**src/pkg/frame_fetch_consts.vh**
```
`ifndef FRAME_FETCH_CONSTS_VH
`define FRAME_FETCH_CONSTS_VH
// ----------------------------------------
// Register byte addresses
// ----------------------------------------
`define REG_PANEL_OUTPUT_CONTROL 32'h4D000010
`define REG_FRAME_BASE_UPPER 32'h4D000014
`define REG_FRAME_BASE_LOWER 32'h4D000018
`define REG_VIRTUAL_SCREEN_GEOMETRY 32'h4D00001C
`define REG_RED_SHADE_TABLE 32'h4D000020
`define REG_FETCH_CONTROL 32'h4D000060
`define REG_FETCH_STATUS 32'h4D000064
// ----------------------------------------
// Reset values
// ----------------------------------------
`define RST_ZERO32 32'h00000000
// ----------------------------------------
// Field positions
// ----------------------------------------
`define F_DATA_ENABLE_INVERT 6
`define F_POWER_OUT_INVERT 5
`define F_LINE_END_INVERT 4
`define F_PANEL_POWER_OUT_ENABLE 3
`define F_LINE_END_OUT_ENABLE 2
`define F_BYTE_ORDER_SWAP 1
`define F_HALFWORD_ORDER_SWAP 0
`define F_BANK_HI 29
`define F_BANK_LO 21
`define F_START_HI 20
`define F_START_LO 0
`define F_SKIP_HI 21
`define F_SKIP_LO 11
`define F_WIDTH_HI 10
`define F_WIDTH_LO 0
`define F_VIDEO_OUTPUT_ON 0
`define F_DUAL_SCAN 1
`define F_ACTIVE_MATRIX 2
`define PANEL_CTRL_MASK 32'h0000007F
`define GEOM_MASK 32'h003FFFFF
`define BASE1_MASK 32'h3FFFFFFF
`define BASE2_MASK 32'h001FFFFF
`define FETCH_CTRL_MASK 32'h00000007
`endif

```
**src/verilog/lcd_frame_fetch_output_control.v**
```verilog
//
// Contract
// - Data-valid output inverted when invert bit set in active-matrix mode
// - Power output inverted when invert bit set
// - Line-end strobe inverted when invert bit set
// - Power output driven only when enabled
// - Line-end strobe generated only when enabled and in active-matrix mode
// - Byte swap of fetched data when enabled
// - Half-word swap of fetched data when enabled
// - Bank field forms fetch address bits 30:22
// - Upper counter loads upper start field
// - Dual scan: lower counter loads lower field
// - Single scan: lower field unused; last-line input marks frame end
// - Next frame prefetched before frame boundary
// - Line start adds skip to last half-word
// - Each line fetches viewport-width half-words; an odd width fetches one half-word more
// - Red code selects 4-bit shade nibble on passive panels
//
// Design decision made here: the address-and-strobe port.
`include "frame_fetch_consts.vh"
`default_nettype none
module lcd_frame_fetch_output_control
#(
   parameter LINE_BITS = 10
)
(
   input wire mclk_i,
   input wire rst_i,
   // Register port
   input wire [31:0] reg_addr_i,
   input wire [31:0] reg_wdata_i,
   input wire reg_wr_i,
   input wire reg_rd_i,
   output reg [31:0] reg_rdata_o,
   // Frame timing from the panel timing logic
   input wire frame_start_i,
   input wire [LINE_BITS-1:0] last_line_i,
   // Memory fetch side
   output reg [31:0] fetch_addr_o,
   output wire fetch_req_o,
   input wire fetch_ack_i,
   input wire [31:0] fetch_data_i,
   output reg [31:0] pixel_word_o,
   output reg pixel_word_valid_o,
   // Panel signals in, raw polarity
   input wire video_data_valid_raw_i,
   input wire line_end_strobe_raw_i,
   input wire [2:0] red_code_i,
   // Panel pins
   output reg video_data_valid_o,
   output reg line_end_strobe_o,
   output reg panel_power_pin_o,
   output reg [3:0] red_shade_o
);
   // ----------------------------------------
   // Registers
   // ----------------------------------------
   reg [31:0] panel_output_control_r;
   reg [31:0] frame_base_upper_r;
   reg [31:0] frame_base_lower_r;
   reg [31:0] virtual_screen_geometry_r;
   reg [31:0] red_shade_table_r;
   reg [31:0] fetch_control_r;

   wire video_output_on = fetch_control_r[`F_VIDEO_OUTPUT_ON];
   wire dual_scan = fetch_control_r[`F_DUAL_SCAN];
   wire active_matrix = fetch_control_r[`F_ACTIVE_MATRIX];
   wire [8:0] frame_bank_bits = frame_base_upper_r[`F_BANK_HI:`F_BANK_LO];
   wire [20:0] upper_start_addr = frame_base_upper_r[`F_START_HI:`F_START_LO];
   wire [20:0] lower_start_addr = frame_base_lower_r[`F_START_HI:`F_START_LO];
   wire [10:0] line_skip_halfwords = virtual_screen_geometry_r[`F_SKIP_HI:`F_SKIP_LO];
   wire [10:0] viewport_width_halfwords =
      virtual_screen_geometry_r[`F_WIDTH_HI:`F_WIDTH_LO];

   // Address-compare helper, used by both write and read decode
   function hit;
      input [31:0] a;
      input [31:0] b;
      begin
         hit = (a == b);
      end
   endfunction

   // ----------------------------------------
   // Register writes
   // ----------------------------------------
   always @(posedge mclk_i or posedge rst_i)
   begin
      if (rst_i)
      begin
         panel_output_control_r <= `RST_ZERO32;
         frame_base_upper_r <= `RST_ZERO32;
         frame_base_lower_r <= `RST_ZERO32;
         virtual_screen_geometry_r <= `RST_ZERO32;
         red_shade_table_r <= `RST_ZERO32;
         fetch_control_r <= `RST_ZERO32;
      end
      else if (reg_wr_i)
      begin
         // Reserved bits masked, so they always read back as zero
         if (hit(reg_addr_i, `REG_PANEL_OUTPUT_CONTROL))
            panel_output_control_r <= reg_wdata_i & `PANEL_CTRL_MASK;
         if (hit(reg_addr_i, `REG_FRAME_BASE_UPPER))
            frame_base_upper_r <= reg_wdata_i & `BASE1_MASK;
         if (hit(reg_addr_i, `REG_FRAME_BASE_LOWER))
            frame_base_lower_r <= reg_wdata_i & `BASE2_MASK;
         // Geometry is not interlocked; software changes it with video off
         if (hit(reg_addr_i, `REG_VIRTUAL_SCREEN_GEOMETRY))
            virtual_screen_geometry_r <= reg_wdata_i & `GEOM_MASK;
         if (hit(reg_addr_i, `REG_RED_SHADE_TABLE))
            red_shade_table_r <= reg_wdata_i;
         if (hit(reg_addr_i, `REG_FETCH_CONTROL))
            fetch_control_r <= reg_wdata_i & `FETCH_CTRL_MASK;
      end
   end

   // ----------------------------------------
   // Fetch address generation
   // ----------------------------------------
   reg [20:0] upper_cnt_r;
   reg [20:0] lower_cnt_r;
   reg [10:0] col_cnt_r;
   reg [LINE_BITS-1:0] line_cnt_r;
   reg half_sel_r;
   reg frame_done_r;
   reg armed_r;

   // Dual scan alternates one upper line with one lower line
   // Each fetch is one word = two half-words
   wire [20:0] active_cnt = (dual_scan && half_sel_r) ? lower_cnt_r : upper_cnt_r;
   // Width is taken as even; an odd width overruns the line by one half-word
   wire line_last = (col_cnt_r + 11'h002 >= viewport_width_halfwords);
   wire take = fetch_req_o && fetch_ack_i;

   assign fetch_req_o = video_output_on && armed_r && !frame_done_r;

   always @*
   begin
      fetch_addr_o = {1'b0, frame_bank_bits, active_cnt, 1'b0};
   end

   always @(posedge mclk_i or posedge rst_i)
   begin
      if (rst_i)
      begin
         upper_cnt_r <= 21'h000000;
         lower_cnt_r <= 21'h000000;
         col_cnt_r <= 11'h000;
         line_cnt_r <= {LINE_BITS{1'b0}};
         half_sel_r <= 1'b0;
         frame_done_r <= 1'b0;
         armed_r <= 1'b0;
      end
      else if (!video_output_on)
      begin
         armed_r <= 1'b0;
         frame_done_r <= 1'b0;
      end
      else if (frame_start_i)
      begin
         // Fields sampled here, so fetch for the next frame ahead of display
         upper_cnt_r <= upper_start_addr;
         // Single scan never walks this counter; frame end comes from last_line_i
         lower_cnt_r <= lower_start_addr;
         col_cnt_r <= 11'h000;
         line_cnt_r <= {LINE_BITS{1'b0}};
         half_sel_r <= 1'b0;
         frame_done_r <= 1'b0;
         armed_r <= 1'b1;
      end
      else if (take)
      begin
         if (line_last)
         begin
            col_cnt_r <= 11'h000;
            // Last half-word of line plus skip gives next line start
            if (dual_scan && half_sel_r)
               lower_cnt_r <= lower_cnt_r + 21'h000001 + {10'h000, line_skip_halfwords};
            else
               upper_cnt_r <= upper_cnt_r + 21'h000001 + {10'h000, line_skip_halfwords};
            if (dual_scan && !half_sel_r)
               half_sel_r <= 1'b1;
            else
            begin
               half_sel_r <= 1'b0;
               line_cnt_r <= line_cnt_r + 1'b1;
               if (line_cnt_r == last_line_i)
                  frame_done_r <= 1'b1;
            end
         end
         else
         begin
            col_cnt_r <= col_cnt_r + 11'h002;
            if (dual_scan && half_sel_r)
               lower_cnt_r <= lower_cnt_r + 21'h000002;
            else
               upper_cnt_r <= upper_cnt_r + 21'h000002;
         end
      end
   end

   // ----------------------------------------
   // Data path
   // ----------------------------------------
   // Swap ahead of the word register, so data and valid leave together
   wire [31:0] swapped_word;

   video_word_swap u_swap
   (
      .data_i(fetch_data_i),
      .byte_order_swap_i(panel_output_control_r[`F_BYTE_ORDER_SWAP]),
      .halfword_order_swap_i(panel_output_control_r[`F_HALFWORD_ORDER_SWAP]),
      .data_o(swapped_word)
   );

   always @(posedge mclk_i or posedge rst_i)
   begin
      if (rst_i)
      begin
         pixel_word_o <= 32'h00000000;
         pixel_word_valid_o <= 1'b0;
      end
      else
      begin
         pixel_word_valid_o <= take;
         if (take)
            pixel_word_o <= swapped_word;
      end
   end

   // ----------------------------------------
   // Panel outputs
   // ----------------------------------------
   // One register stage on every pin keeps them free of decode glitches
   wire den_inv = panel_output_control_r[`F_DATA_ENABLE_INVERT];
   wire pwr_inv = panel_output_control_r[`F_POWER_OUT_INVERT];
   wire line_end_strobe_inv = panel_output_control_r[`F_LINE_END_INVERT];
   wire pwr_en = panel_output_control_r[`F_PANEL_POWER_OUT_ENABLE];
   wire line_end_strobe_en = panel_output_control_r[`F_LINE_END_OUT_ENABLE];

   always @(posedge mclk_i or posedge rst_i)
   begin
      if (rst_i)
      begin
         video_data_valid_o <= 1'b0;
         line_end_strobe_o <= 1'b0;
         panel_power_pin_o <= 1'b0;
         red_shade_o <= 4'h0;
      end
      else
      begin
         video_data_valid_o <= video_data_valid_raw_i ^ (active_matrix & den_inv);
         // Disabled pins rest low regardless of polarity
         panel_power_pin_o <= pwr_en & (video_output_on ^ pwr_inv);
         line_end_strobe_o <= active_matrix & line_end_strobe_en &
            (line_end_strobe_raw_i ^ line_end_strobe_inv);
         // Shade lookup serves passive panels only; active matrix reads zero
         red_shade_o <= active_matrix ? 4'h0 :
            red_shade_table_r[{red_code_i, 2'b00} +: 4];
      end
   end

   // ----------------------------------------
   // Register reads
   // ----------------------------------------
   reg [31:0] rd_mux;

   always @*
   begin
      rd_mux = 32'h00000000;
      if (hit(reg_addr_i, `REG_PANEL_OUTPUT_CONTROL))
         rd_mux = panel_output_control_r;
      if (hit(reg_addr_i, `REG_FRAME_BASE_UPPER))
         rd_mux = frame_base_upper_r;
      if (hit(reg_addr_i, `REG_FRAME_BASE_LOWER))
         rd_mux = frame_base_lower_r;
      if (hit(reg_addr_i, `REG_VIRTUAL_SCREEN_GEOMETRY))
         rd_mux = virtual_screen_geometry_r;
      if (hit(reg_addr_i, `REG_RED_SHADE_TABLE))
         rd_mux = red_shade_table_r;
      if (hit(reg_addr_i, `REG_FETCH_CONTROL))
         rd_mux = fetch_control_r;
      // Status view is read only; a write to it is dropped
      if (hit(reg_addr_i, `REG_FETCH_STATUS))
         rd_mux = {upper_cnt_r[9:0], half_sel_r, frame_done_r,
                   armed_r, {9'h000}, {{(10-LINE_BITS){1'b0}}, line_cnt_r}};
   end

   always @(posedge mclk_i or posedge rst_i)
   begin
      if (rst_i)
         reg_rdata_o <= 32'h00000000;
      else if (reg_rd_i)
         reg_rdata_o <= rd_mux;
      else
         reg_rdata_o <= 32'h00000000;
   end
endmodule // lcd_frame_fetch_output_control
`default_nettype wire

```
**src/verilog/video_word_swap.v**
```verilog
`default_nettype none
// ----------------------------------------
// Byte and half-word reorder of fetched data
// ----------------------------------------
module video_word_swap
(
   input wire [31:0] data_i,
   input wire byte_order_swap_i,
   input wire halfword_order_swap_i,
   output wire [31:0] data_o
);
   wire [31:0] byte_stage;
   wire [31:0] half_stage;

   assign byte_stage = byte_order_swap_i ?
      {data_i[7:0], data_i[15:8], data_i[23:16], data_i[31:24]} : data_i;
   assign half_stage = halfword_order_swap_i ?
      {byte_stage[15:0], byte_stage[31:16]} : byte_stage;
   assign data_o = half_stage;
endmodule // video_word_swap
`default_nettype wire
```
**config.mk**
```make
export PLATFORM = sky130hd
export DESIGN_NAME = lcd_frame_fetch_output_control
export DESIGN_NICKNAME = d
export VERILOG_FILES = /design/src/verilog/lcd_frame_fetch_output_control.v /design/src/verilog/video_word_swap.v
export VERILOG_INCLUDE_DIRS = /design/src /design/src/pkg
export SDC_FILE = /design/constraint.sdc
export NUM_CORES = 1
export LEC_CHECK = 0
export BUFFER_PORTS_ARGS = -buffer_cell sky130_fd_sc_hd__buf_2
export CAP_MARGIN = 20
export CORE_AREA = 2 2 227 229
export CTS_BUF_LIST = sky130_fd_sc_hd__clkbuf_4
export CTS_CLUSTER_SIZE = 8
export DETAILED_ROUTE_END_ITERATION = 10
export DIE_AREA = 0 0 229 231
export GPL_ROUTABILITY_DRIVEN = 1
export GPL_TIMING_DRIVEN = 0
export PLACE_DENSITY = 0.46
export SYNTH_ARGS = -nofsm -noshare
export SYNTH_HDL_FRONTEND = slang
export SYNTH_SLANG_ARGS = --single-unit
```
**constraint.sdc**
```tcl
create_clock -name mclk_i -period 9.7 [get_ports mclk_i]
set_clock_uncertainty 0.2 [all_clocks]
set_input_delay 0.97 -clock mclk_i [delete_from_list [all_inputs] [get_ports mclk_i]]
set_output_delay 0.97 -clock mclk_i [all_outputs]
set_load 0.02 [all_outputs]
```
**After elaboration in Yosys (flattened, before gate mapping)**

Index checks and enable logic that the tools add are counted.

- Add/subtract/negate cells: 8
- $lt $le $gt $ge: 1
- Equal/unequal tests: 15
- Shift operators: 1
- Mux-type cells: 41
- Bitwise logic cells: 7
- Reductions and logical operators: 22

Operator list:

| kind | count |
|---|---|
| two-way mux 32 bit | 9 |
| two-way mux 21 bit | 11 |
| equality test 32 x 31 -> 1 bit (second input constant) | 7 |
| adder 21 x 1 -> 21 bit (second input constant) | 2 |
| adder 21 x 11 -> 21 bit | 2 |
| adder 21 x 2 -> 21 bit (second input constant) | 2 |
| two-way mux 10 bit | 4 |
| two-way mux 11 bit | 3 |
| variable part select 32 x 6 -> 4 bit | 1 |
| AND reduction 2 bit | 7 |
| two-way mux 1 bit | 12 |
| adder 11 x 2 -> 11 bit (second input constant) | 1 |
| >= comparator 11 bit | 1 |
| adder 10 x 1 -> 10 bit (second input constant) | 1 |
| equality test 10 bit | 1 |
| != test 3 x 2 -> 1 bit (second input constant) | 3 |
| AND reduction 3 bit | 3 |
| AND reduction 4 bit | 2 |
| two-way mux 7 bit | 1 |
| != test 2 bit (second input constant) | 3 |
| nonzero test 2 bit | 3 |
| logical AND 1 bit | 5 |
| bitwise AND 1 bit | 4 |
| two-way mux 4 bit | 1 |
| 3 further kinds | 6 |

- Register bits after elaboration: 253
- Input port bits: 117
- Output and inout port bits: 105
- Word-level logic and storage cells: 115

**Depth between registers and ports, before layout**

Gate-level depths: netlist of the first run.

- Word-level depth: 9
- Gate-level depth with buffers: 15
- Gate-level depth less buffers: 12

**Hierarchy**

A second synthesis of the first run with hierarchy kept.

- Cells, all modules: 1,396
- Area total of the unflattened synthesis: 14,828.0 µm²

Modules (own cells, without submodules):

| module | times used | cells an instance | area an instance (µm²) | seq. area each (µm²) |
|---|---|---|---|---|
| lcd_frame_fetch_output_control | 1 | 1,356 | 14,003.4 | 6,306.0 |
| video_word_swap | 1 | 40 | 824.5 | 0.0 |

**Least setup slack after synthesis of the first run**

Ideal clock, no wire load.

- Kind: input to register
- Start point: input port reg_addr_i[23]
- End point: register virtual_screen_geometry_r[0]
- Setup time: 0.125 ns
- Arrival: 3.310 ns
- Required time: 9.375 ns
- Setup slack: 6.065 ns
- Stages: 9
- Path buffers: 2
- Path through: or4b_1 nor4_2 nand4_2 nor4_4 and2_1 and3_1 buf_2 buf_4 mux2_2

- Word-level cells in the longest chain between the ends: 2

RTL lines:

| element | line | source |
|---|---|---|
| start: declaration | lcd_frame_fetch_output_control.v:30 | `input wire [31:0] reg_addr_i,` |
| equality test 32 x 31 -> 1 bit | lcd_frame_fetch_output_control.v:80 | `hit = (a == b);` |
| AND reduction 2 bit (no line) | -- |  |
| end signal: assignment | lcd_frame_fetch_output_control.v:94 | `` virtual_screen_geometry_r <= `RST_ZERO32; `` |
| end signal: assignment | lcd_frame_fetch_output_control.v:109 | `` virtual_screen_geometry_r <= reg_wdata_i & `GEOM_MASK; `` |
| end: declaration | lcd_frame_fetch_output_control.v:61 | `reg [31:0] virtual_screen_geometry_r;` |

No other way between the ends.
A chain may end at the register's enable or synchronous reset.

**Worst setup path in the final report of the first run**

- Start point: register col_cnt_r[1]
- End point: register lower_cnt_r[4]

- Word-level cells in the longest chain between the ends: 5

RTL lines:

| element | line | source |
|---|---|---|
| start: declaration | lcd_frame_fetch_output_control.v:122 | `reg [10:0] col_cnt_r;` |
| start signal: assignment | lcd_frame_fetch_output_control.v:193 | `col_cnt_r <= col_cnt_r + 11'h002;` |
| adder 11 x 2 -> 11 bit | lcd_frame_fetch_output_control.v:132 | `wire line_last = (col_cnt_r + 11'h002 >= viewport_width_halfwords);` |
| >= comparator 11 bit | lcd_frame_fetch_output_control.v:132 |  |
| two-way mux 21 bit | lcd_frame_fetch_output_control.v:173 | `if (line_last)` |
| two-way mux 21 bit | lcd_frame_fetch_output_control.v:171 | `else if (take)` |
| two-way mux 21 bit | lcd_frame_fetch_output_control.v:159 | `else if (frame_start_i)` |
| end signal: assignment | lcd_frame_fetch_output_control.v:164 | `lower_cnt_r <= lower_start_addr;` |
| end signal: assignment | lcd_frame_fetch_output_control.v:178 | `lower_cnt_r <= lower_cnt_r + 21'h000001 + {10'h000, line_skip_halfwords};` |
| end signal: assignment | lcd_frame_fetch_output_control.v:195 | `lower_cnt_r <= lower_cnt_r + 21'h000002;` |
| end: declaration | lcd_frame_fetch_output_control.v:121 | `reg [20:0] lower_cnt_r;` |

No other way between the ends. The select of a mux whose other input is x is not followed.

==> results of run 1 <==
## kinds of logic (layout without fill, tap and decap cells)
| kind of cell | after synthesis | after routing | synth area share, % |
|---|---|---|---|
| and+or+nand+nor | 334 | 334 | 11.62 |
| AOI/OAI and AO/OA | 268 | 268 | 12.48 |
| DFF | 252 | 252 | 43.40 |
| muxes | 237 | 237 | 22.10 |
| buffers and inverters | 122 | 471 | 3.694 |
| xor gates and xnor gates | 55 | 55 | 3.315 |
| adders and majority gates | 38 | 38 | 3.375 |
| other | 1 | 8 | 0.02581 |
## registers in the layout, indices dropped and copies added (netlist names)
| register | flops |
|---|---|
| pixel_word_o | 32 |
| half_sel_r | 1 |
| reg_rdata_o | 32 |
| video_data_valid_o | 1 |
| lower_cnt_r | 21 |
| line_cnt_r | 10 |
| line_end_strobe_o | 1 |
| red_shade_table_r | 32 |
| frame_done_r | 1 |
| panel_output_control_r | 7 |
| frame_base_lower_r | 21 |
| armed_r | 1 |
| col_cnt_r | 10 |
| fetch_control_r | 3 |
| virtual_screen_geometry_r | 22 |
| frame_base_upper_r | 30 |
| pixel_word_valid_o | 1 |
| red_shade_o | 4 |
| panel_power_pin_o | 1 |
| upper_cnt_r | 21 |
## path summary, 6_finish.rpt
kind	from	end	slack, ns
setup reg to reg	col_cnt_r[1]	lower_cnt_r[4]	5.02
max in group asynchronous	rst_i	red_shade_table_r[31]	7.45
hold reg to reg	pixel_word_o[24]	pixel_word_o[24]	0.30
setup / recovery	col_cnt_r[1]	lower_cnt_r[4]	5.02
min in group asynchronous	rst_i	reg_rdata_o[9]	0.53
hold / removal	video_data_valid_raw_i	video_data_valid_o	0.13
## Yosys cell counts, types with 11 or more instances
cell      count  share of area [%]
inv_1        29               0.75
a22o_1       11               0.66
mux2i_1      13               0.90
nand2_1      91                2.4
and3_1       24                1.0
buf_4        14               0.72
nand3_1      37                1.3
o22ai_1      14               0.60
nor2_1       75                1.9
mux4_2       43                6.7
nor3_1       21               0.72
xnor2_1      31                1.9
a211oi_1     20                1.0
xor2_1       24                1.4
dfrtp_1     252                 43
ha_1         36                3.1
a31oi_1      11               0.47
o21ai_0      58                2.0
clkbuf_1     56                1.4
and2_1       12               0.52
mux2_2      161                 12
a21oi_1      50                1.7
nor4_1       15               0.65
nor2b_1      11               0.47
mux2_4       20                2.1
a22oi_1      21                1.1
buf_1        12               0.31
## power by group
part,total (mW),switching [mW],internal (mW)
logic,0.107,0.0694,0.0376
clock network,1.08,0.506,0.570
registers,1.05,0.0000382,1.05
total,2.23,0.575,1.66
## area by class of cell
type / instances / area share [%]
antenna: 6 / 0.08575
buffer: 93 / 2.444
clock buffer: 117 / 5.016
clock inverter: 15 / 0.4931
inverter: 29 / 0.6646
multi-input combinational: 934 / 43.93
sequential: 252 / 36.02
tap: 680 / 4.859
timing repair buffer: 217 / 6.488
## routing by layer
metal  share of wire [%]  up-vias
met5               0.094        -
met4                 2.7        8
met3                 5.6      106
met2                  47      434
met1                  44     6217
li1                    -     5524
## worst max-delay path, stage by stage (launching register included)
cell,delay (ns)
dfrtp_1,0.44
ha_1,0.27
nand3_1,0.17
nor2_1,0.19
nand3_1,0.11
xnor2_1,0.17
ha_1,0.31
a31oi_1,0.09
a21oi_1,0.58
and2_1,0.21
clkbuf_1,0.19
clkbuf_1,0.51
buf_1,0.61
o21ai_0,0.24
o211ai_1,0.16
a31oi_1,0.11
==> metrics.txt, run 1 <==
status=finished clean; Initial Util=28.67%; hold slack=0.1335 ns; placed cell area=0.01652 mm2; cells after synthesis=1307; Tmin final=4.680 ns; placement-stage worst setup slack=5.081 ns; Pwr Density=127.6 mW/mm2; maximum vdd drop=0.06974 mV; yosys warns=0; antenna viol nets, final=0; synth-to-layout area growth=20.49%; multi-input logic area=0.007692 mm2; CTS clk-pin slew, worst paths=0.06 ns; filler instances=5253; Yosys reg bits=252; setup TNS=0 ns; final core utilization=34.55%; DRC=0; clock buffer depth=3; Post-CTS Resized=0; Worst-Skew Late Latency=0.85 ns; HP Class=in2reg; first-pass GRT wire length=80070 um; H-tree lvl count=3; gpl congestion=0.8830; CP endpoint kind=register; required time of the critical path=10.19 ns; worst setup margin=5.020 ns; Core Area=0.05068 mm2; Crit Path Category=reg2reg; CTS tree=done; vias in the first global route=12.18k; Fin. Hold Viols=0; Post-CTS Repair Setup Buffers=0; most common cell after layout, fill and taps aside=dfrtp_1; DR vias=12.29k; antenna violations before repair=7; Slew HR=38.83%; startpoint types=register; M2 GR Usage=32.40%; Slew @ Worst Pin=0.9175 ns; Hold Crit Depth=2; TritonCTS Buffers=77; EDFF count, synth=0; WP data arrival=5.17 ns; vias per cell=5.245; Post-Route WL=54310 um; GR Util met1=26.70%; GR peak layer=met2; Root Driver=clkbuf_4; Hold-fix buffers, CTS=1; layout cells sized above 1=36.21%; I/O Buffers=214; Tot Pwr=2.235 mW; Pleak=8.510 nW; routed len/inst=23.18 um; gr usage total=20.26%; most frequent cells in the layout=dfrtp_1, buf_2, mux2_2, clkbuf_4, nand2_1; DRT iter0 DRCs=991; CP max FO=10; Synth async-reset ratio=100.0%; synthesized area=0.01453 mm2; placed cell count=2204; Worst R2R Path Depth=15; max_cap viols=0; # rows=83; fin nets=1759; period utilization=48.24%; GR Util met3=5.027%; RSZ-0062 raised after global routing=false; Post-Layout Cell Count=2343; Sink Count=252; DRT Pass-1 Iters=6; finished layout cell area=0.01751 mm2; Cell variety after synth=73; Setup violations, final=0; DIE AREA=0.05290 mm2; Slew Limit Fails=0; register area=0.006306 mm2; Chip Width=229 um; IO Count=222; most used flip-flop cell after synthesis=dfrtp_1; sequential-to-total area share from yosys stat=43.40%; largest net degree at the start of global routing=103; Chip Height=231 um; Fmax=0.2137 GHz; Avg Cell Area, Syn=11.12 um2; grt ovf=0; Post-DP HPWL=40810 um
Note: power is estimated with default switching activity, not from simulation.
==> run 2: changes to the inputs <==
--- a/config.mk
+++ b/config.mk
@@ -6,13 +6,14 @@
 export SDC_FILE = /design/constraint.sdc
 export NUM_CORES = 1
 export LEC_CHECK = 0
+export ABC_AREA = 1
 export BUFFER_PORTS_ARGS = -buffer_cell sky130_fd_sc_hd__buf_2
 export CAP_MARGIN = 20
-export CORE_AREA = 2 2 227 229
+export CORE_AREA = 2 2 237 239
 export CTS_BUF_LIST = sky130_fd_sc_hd__clkbuf_4
 export CTS_CLUSTER_SIZE = 8
 export DETAILED_ROUTE_END_ITERATION = 10
-export DIE_AREA = 0 0 229 231
+export DIE_AREA = 0 0 239 241
 export GPL_ROUTABILITY_DRIVEN = 1
 export GPL_TIMING_DRIVEN = 0
 export PLACE_DENSITY = 0.46
==> constraint.sdc (replaced) <==
create_clock -name mclk_i -period 4.9 [get_ports mclk_i]
set_clock_uncertainty 0.2 [all_clocks]
set_input_delay 0.49 -clock mclk_i [delete_from_list [all_inputs] [get_ports mclk_i]]
set_output_delay 0.49 -clock mclk_i [all_outputs]
set_load 0.02 [all_outputs]
==> run 2 against run 1 <==
  * Synthesized cell count grew 68%
  * Final area up 15%
  * Flip-flop and latch count unchanged
  * Core utilization grew 2.1 points
  * Clock power is 99% higher
  * Sequential power is 98% higher
  * Register-to-register slack lost 4.3 ns
  * Non-clock buffer count is 136 higher
  * Die area rose by 8.9%
  * Synthesized area up 9.0%
  * Cell count increased by 44%
  * Highest routed layer is now met4
==> metrics.txt, run 2 <==
status=finished clean; Post-Layout Cell Count=3372 (+44%); vias in the first global route=16.75k (+37%); most common cell after layout, fill and taps aside=nand2_1; Chip Width=239 um (+4.4%); IO Count=222 (unchanged); sw frac=27.23% (+1.5 points); most used flip-flop cell after synthesis=dfrtp_1; Post-CTS Resized=0 (unchanged); most frequent cells in the layout=nand2_1, buf_2, dfrtp_1, inv_1, nor2_1; filler instances=6012 (+14%); yosys warns=0 (unchanged); grt ovf=0 (unchanged); layout cells sized above 1=17.25% (-19 points); count leader, synth=nand2_1; Tmin final=4.217 ns (-0.4624 ns); CP endpoint kind=register; EDFF count, synth=0 (unchanged); first-pass GRT wire length=101100 um (+26%); Top cell by count, worst path=nand3_1; HP Class=in2reg; Seq pwr share=45.9% (-1.2 points); Max stage delay on crit path=0.57 ns (-0.04 ns); WP data arrival=4.77 ns (-0.40 ns); largest cells by area after synthesis=dfrtp_1, nand2_1, o21ai_0; finished layout cell area=0.02009 mm2 (+15%); vias per cell=5.047 (-3.8%); Yosys reg bits=252 (unchanged); Clk network pwr share=47.3% (-0.9 points); Root Driver=clkbuf_4; Slew @ Worst Pin=0.6934 ns (-0.2241 ns); Post-Route WL=67830 um (+25%); placement-stage worst setup slack=1.075 ns (-4.006 ns); Slew HR=53.78% (+15 points); hold slack=0.08615 ns (-0.04738 ns); Cell variety after synth=48 (-34%); placed cell count=3122 (+42%); Chip Height=241 um (+4.3%); DRT Pass-1 Iters=5 (-1); antenna violations before repair=1 (-6); clock buffer depth=3 (unchanged); Crit Path Category=reg2reg; Tot Pwr=4.544 mW (+100%); TritonCTS Buffers=77 (unchanged); Initial Util=28.86% (+0.18 points); area fraction of the dominant cell type after synthesis=39.82% (-3.6 points); Avg Cell Area, Syn=7.221 um2 (-35%); period utilization=86.06% (+38 points); synth-to-layout area growth=26.84%; crit path max-delay cell type=dlygate4sd3_1; Slew Limit Fails=0 (unchanged); maximum vdd drop=0.1314 mV (+88%); sequential-to-total area share from yosys stat=39.82% (-3.6 points); CP max FO=10 (unchanged); combinational power share=6.9% (+2.1 points); setup TNS=0 ns (unchanged); Post-CTS Repair Setup Buffers=0 (unchanged); largest net degree at the start of global routing=41 (-60%); required time of the critical path=5.46 ns (-4.73 ns); Sink Count=252 (unchanged); I/O Buffers=217 (+1.4%); synthesized area=0.01584 mm2 (+9.0%); routed len/inst=20.11 um (-13%); DRT iter0 DRCs=1394 (+41%); Cell Int Power=3.307 mW (+99%); CP Cell Sequence=nand3_1, nor3_1, nand3_1, nor2_1, xor2_1, inv_1, ha_1, nand4_1, nor3_1, o21ai_1, nand3_1, buf_2, buf_2, a31oi_1, dlygate4sd3_1, nor2_1; Pleak=10.06 nW (+18%); Synth async-reset ratio=100.0% (unchanged); H-tree lvl count=3 (unchanged); Switch Pwr=1.238 mW (+120%); Fin. Hold Viols=0 (unchanged); Core Area=0.05488 mm2 (+8.3%); Fmax=0.2371 GHz (+11%); cells after synthesis=2193 (+68%); final core utilization=36.60% (+2.1 points); fin nets=2769 (+57%); Worst-Skew Late Latency=0.84 ns (about the same); Synth top cells by count=nand2_1, dfrtp_1, inv_1; DR vias=17.02k (+38%); worst setup margin=0.6828 ns (-4.338 ns); DRC=0 (unchanged); Post-DP HPWL=51960 um (+27%); Pwr Density=226.3 mW/mm2 (+77%); CTS clk-pin slew, worst paths=0.06 ns (about the same); gr usage total=23.34% (+3.1 points); biggest regs=pixel_word_o: 32 flops, red_shade_table_r: 32 flops, reg_rdata_o: 32 flops; CTS tree=done; max_cap viols=0 (unchanged); RSZ-0062 raised after global routing=false; placed cell area=0.01795 mm2 (+8.7%); startpoint types=register; DIE AREA=0.05760 mm2 (+8.9%); # rows=86 (+3.6%); gpl congestion=0.9668 (+9.5%); Yosys top cell by area=dfrtp_1; Setup violations, final=0 (unchanged); antenna viol nets, final=0 (unchanged)
run 2: path summary, 6_finish.rpt:
kind	from	end	slack, ns	depth (start not counted)
min	reg_addr_i[4]	fetch_control_r[0]	0.09	6
max	col_cnt_r[1]	frame_done_r	0.68	16
max reg2reg	col_cnt_r[1]	frame_done_r	0.68	16
max in group asynchronous	rst_i	pixel_word_valid_o	2.81	7
min in group asynchronous	rst_i	red_shade_table_r[22]	0.56	4
min reg2reg	panel_output_control_r[5]	panel_output_control_r[5]	0.28	2
run 2: layout make-up:
type                       count  area, um2  share of cell area, %
antenna                        1      2.502                0.01246
buffer                       105      540.5                  2.691
sequential                   252       6306                  31.40
timing repair buffer         341       2397                  11.94
clock inverter                21      128.9                 0.6416
clock buffer                 111      833.3                  4.149
tap                          704      880.8                  4.385
multi-input combinational   1612       8147                  40.56
inverter                     225      849.6                  4.230
run 2: kinds of logic after synthesis:
family          Yosys count  synth area share (%)
simple gates           1033                 27.48
buf+inv                 330                 8.755
xor+xnor                 59                 3.263
flops                   252                 39.82
fa+ha+maj                38                 3.097
mux                      32                 2.023
other cells               1               0.02368
compound gates          448                 15.53
run 2: what timing repair did:
action,CTS,global route
hold buffers,117,0
endpoints found under the setup margin,0,0
hold endpoints to repair,279,0
run 2: power groups by stage:
stage	registers (mW)	logic, mW	clock network, mW
6_report	2.08	0.311	2.15
5_1_grt	2.08	0.341	2.29
4_1_cts	2.08	0.311	2.21
3_5_place_dp	2.12	0.252	0
3_3_place_gp	2.12	0.234	0
2_1_floorplan	2.13	0.114	0
run 2: critical path: cells and delay by family, from the launching register on:
kind	cells	cell delay [ns]
AOI/OAI and AO/OA	2	0.24
xor gates and xnor gates	1	0.20
adders and majority gates	1	0.31
buffers and inverters	4	1.32
DFF	1	0.40
and+or+nand+nor	8	1.46
run 2: layer usage:
metal / global-route usage, % / vias to the layer above / share of wire, %
li1: - / 8064 / -
met1: 31.28 / 8212 / 45
met2: 37.97 / 599 / 46
met3: 3.706 / 142 / 5.8
met4: 8.655 / 0 / 3.3
met5: 0 / - / 0
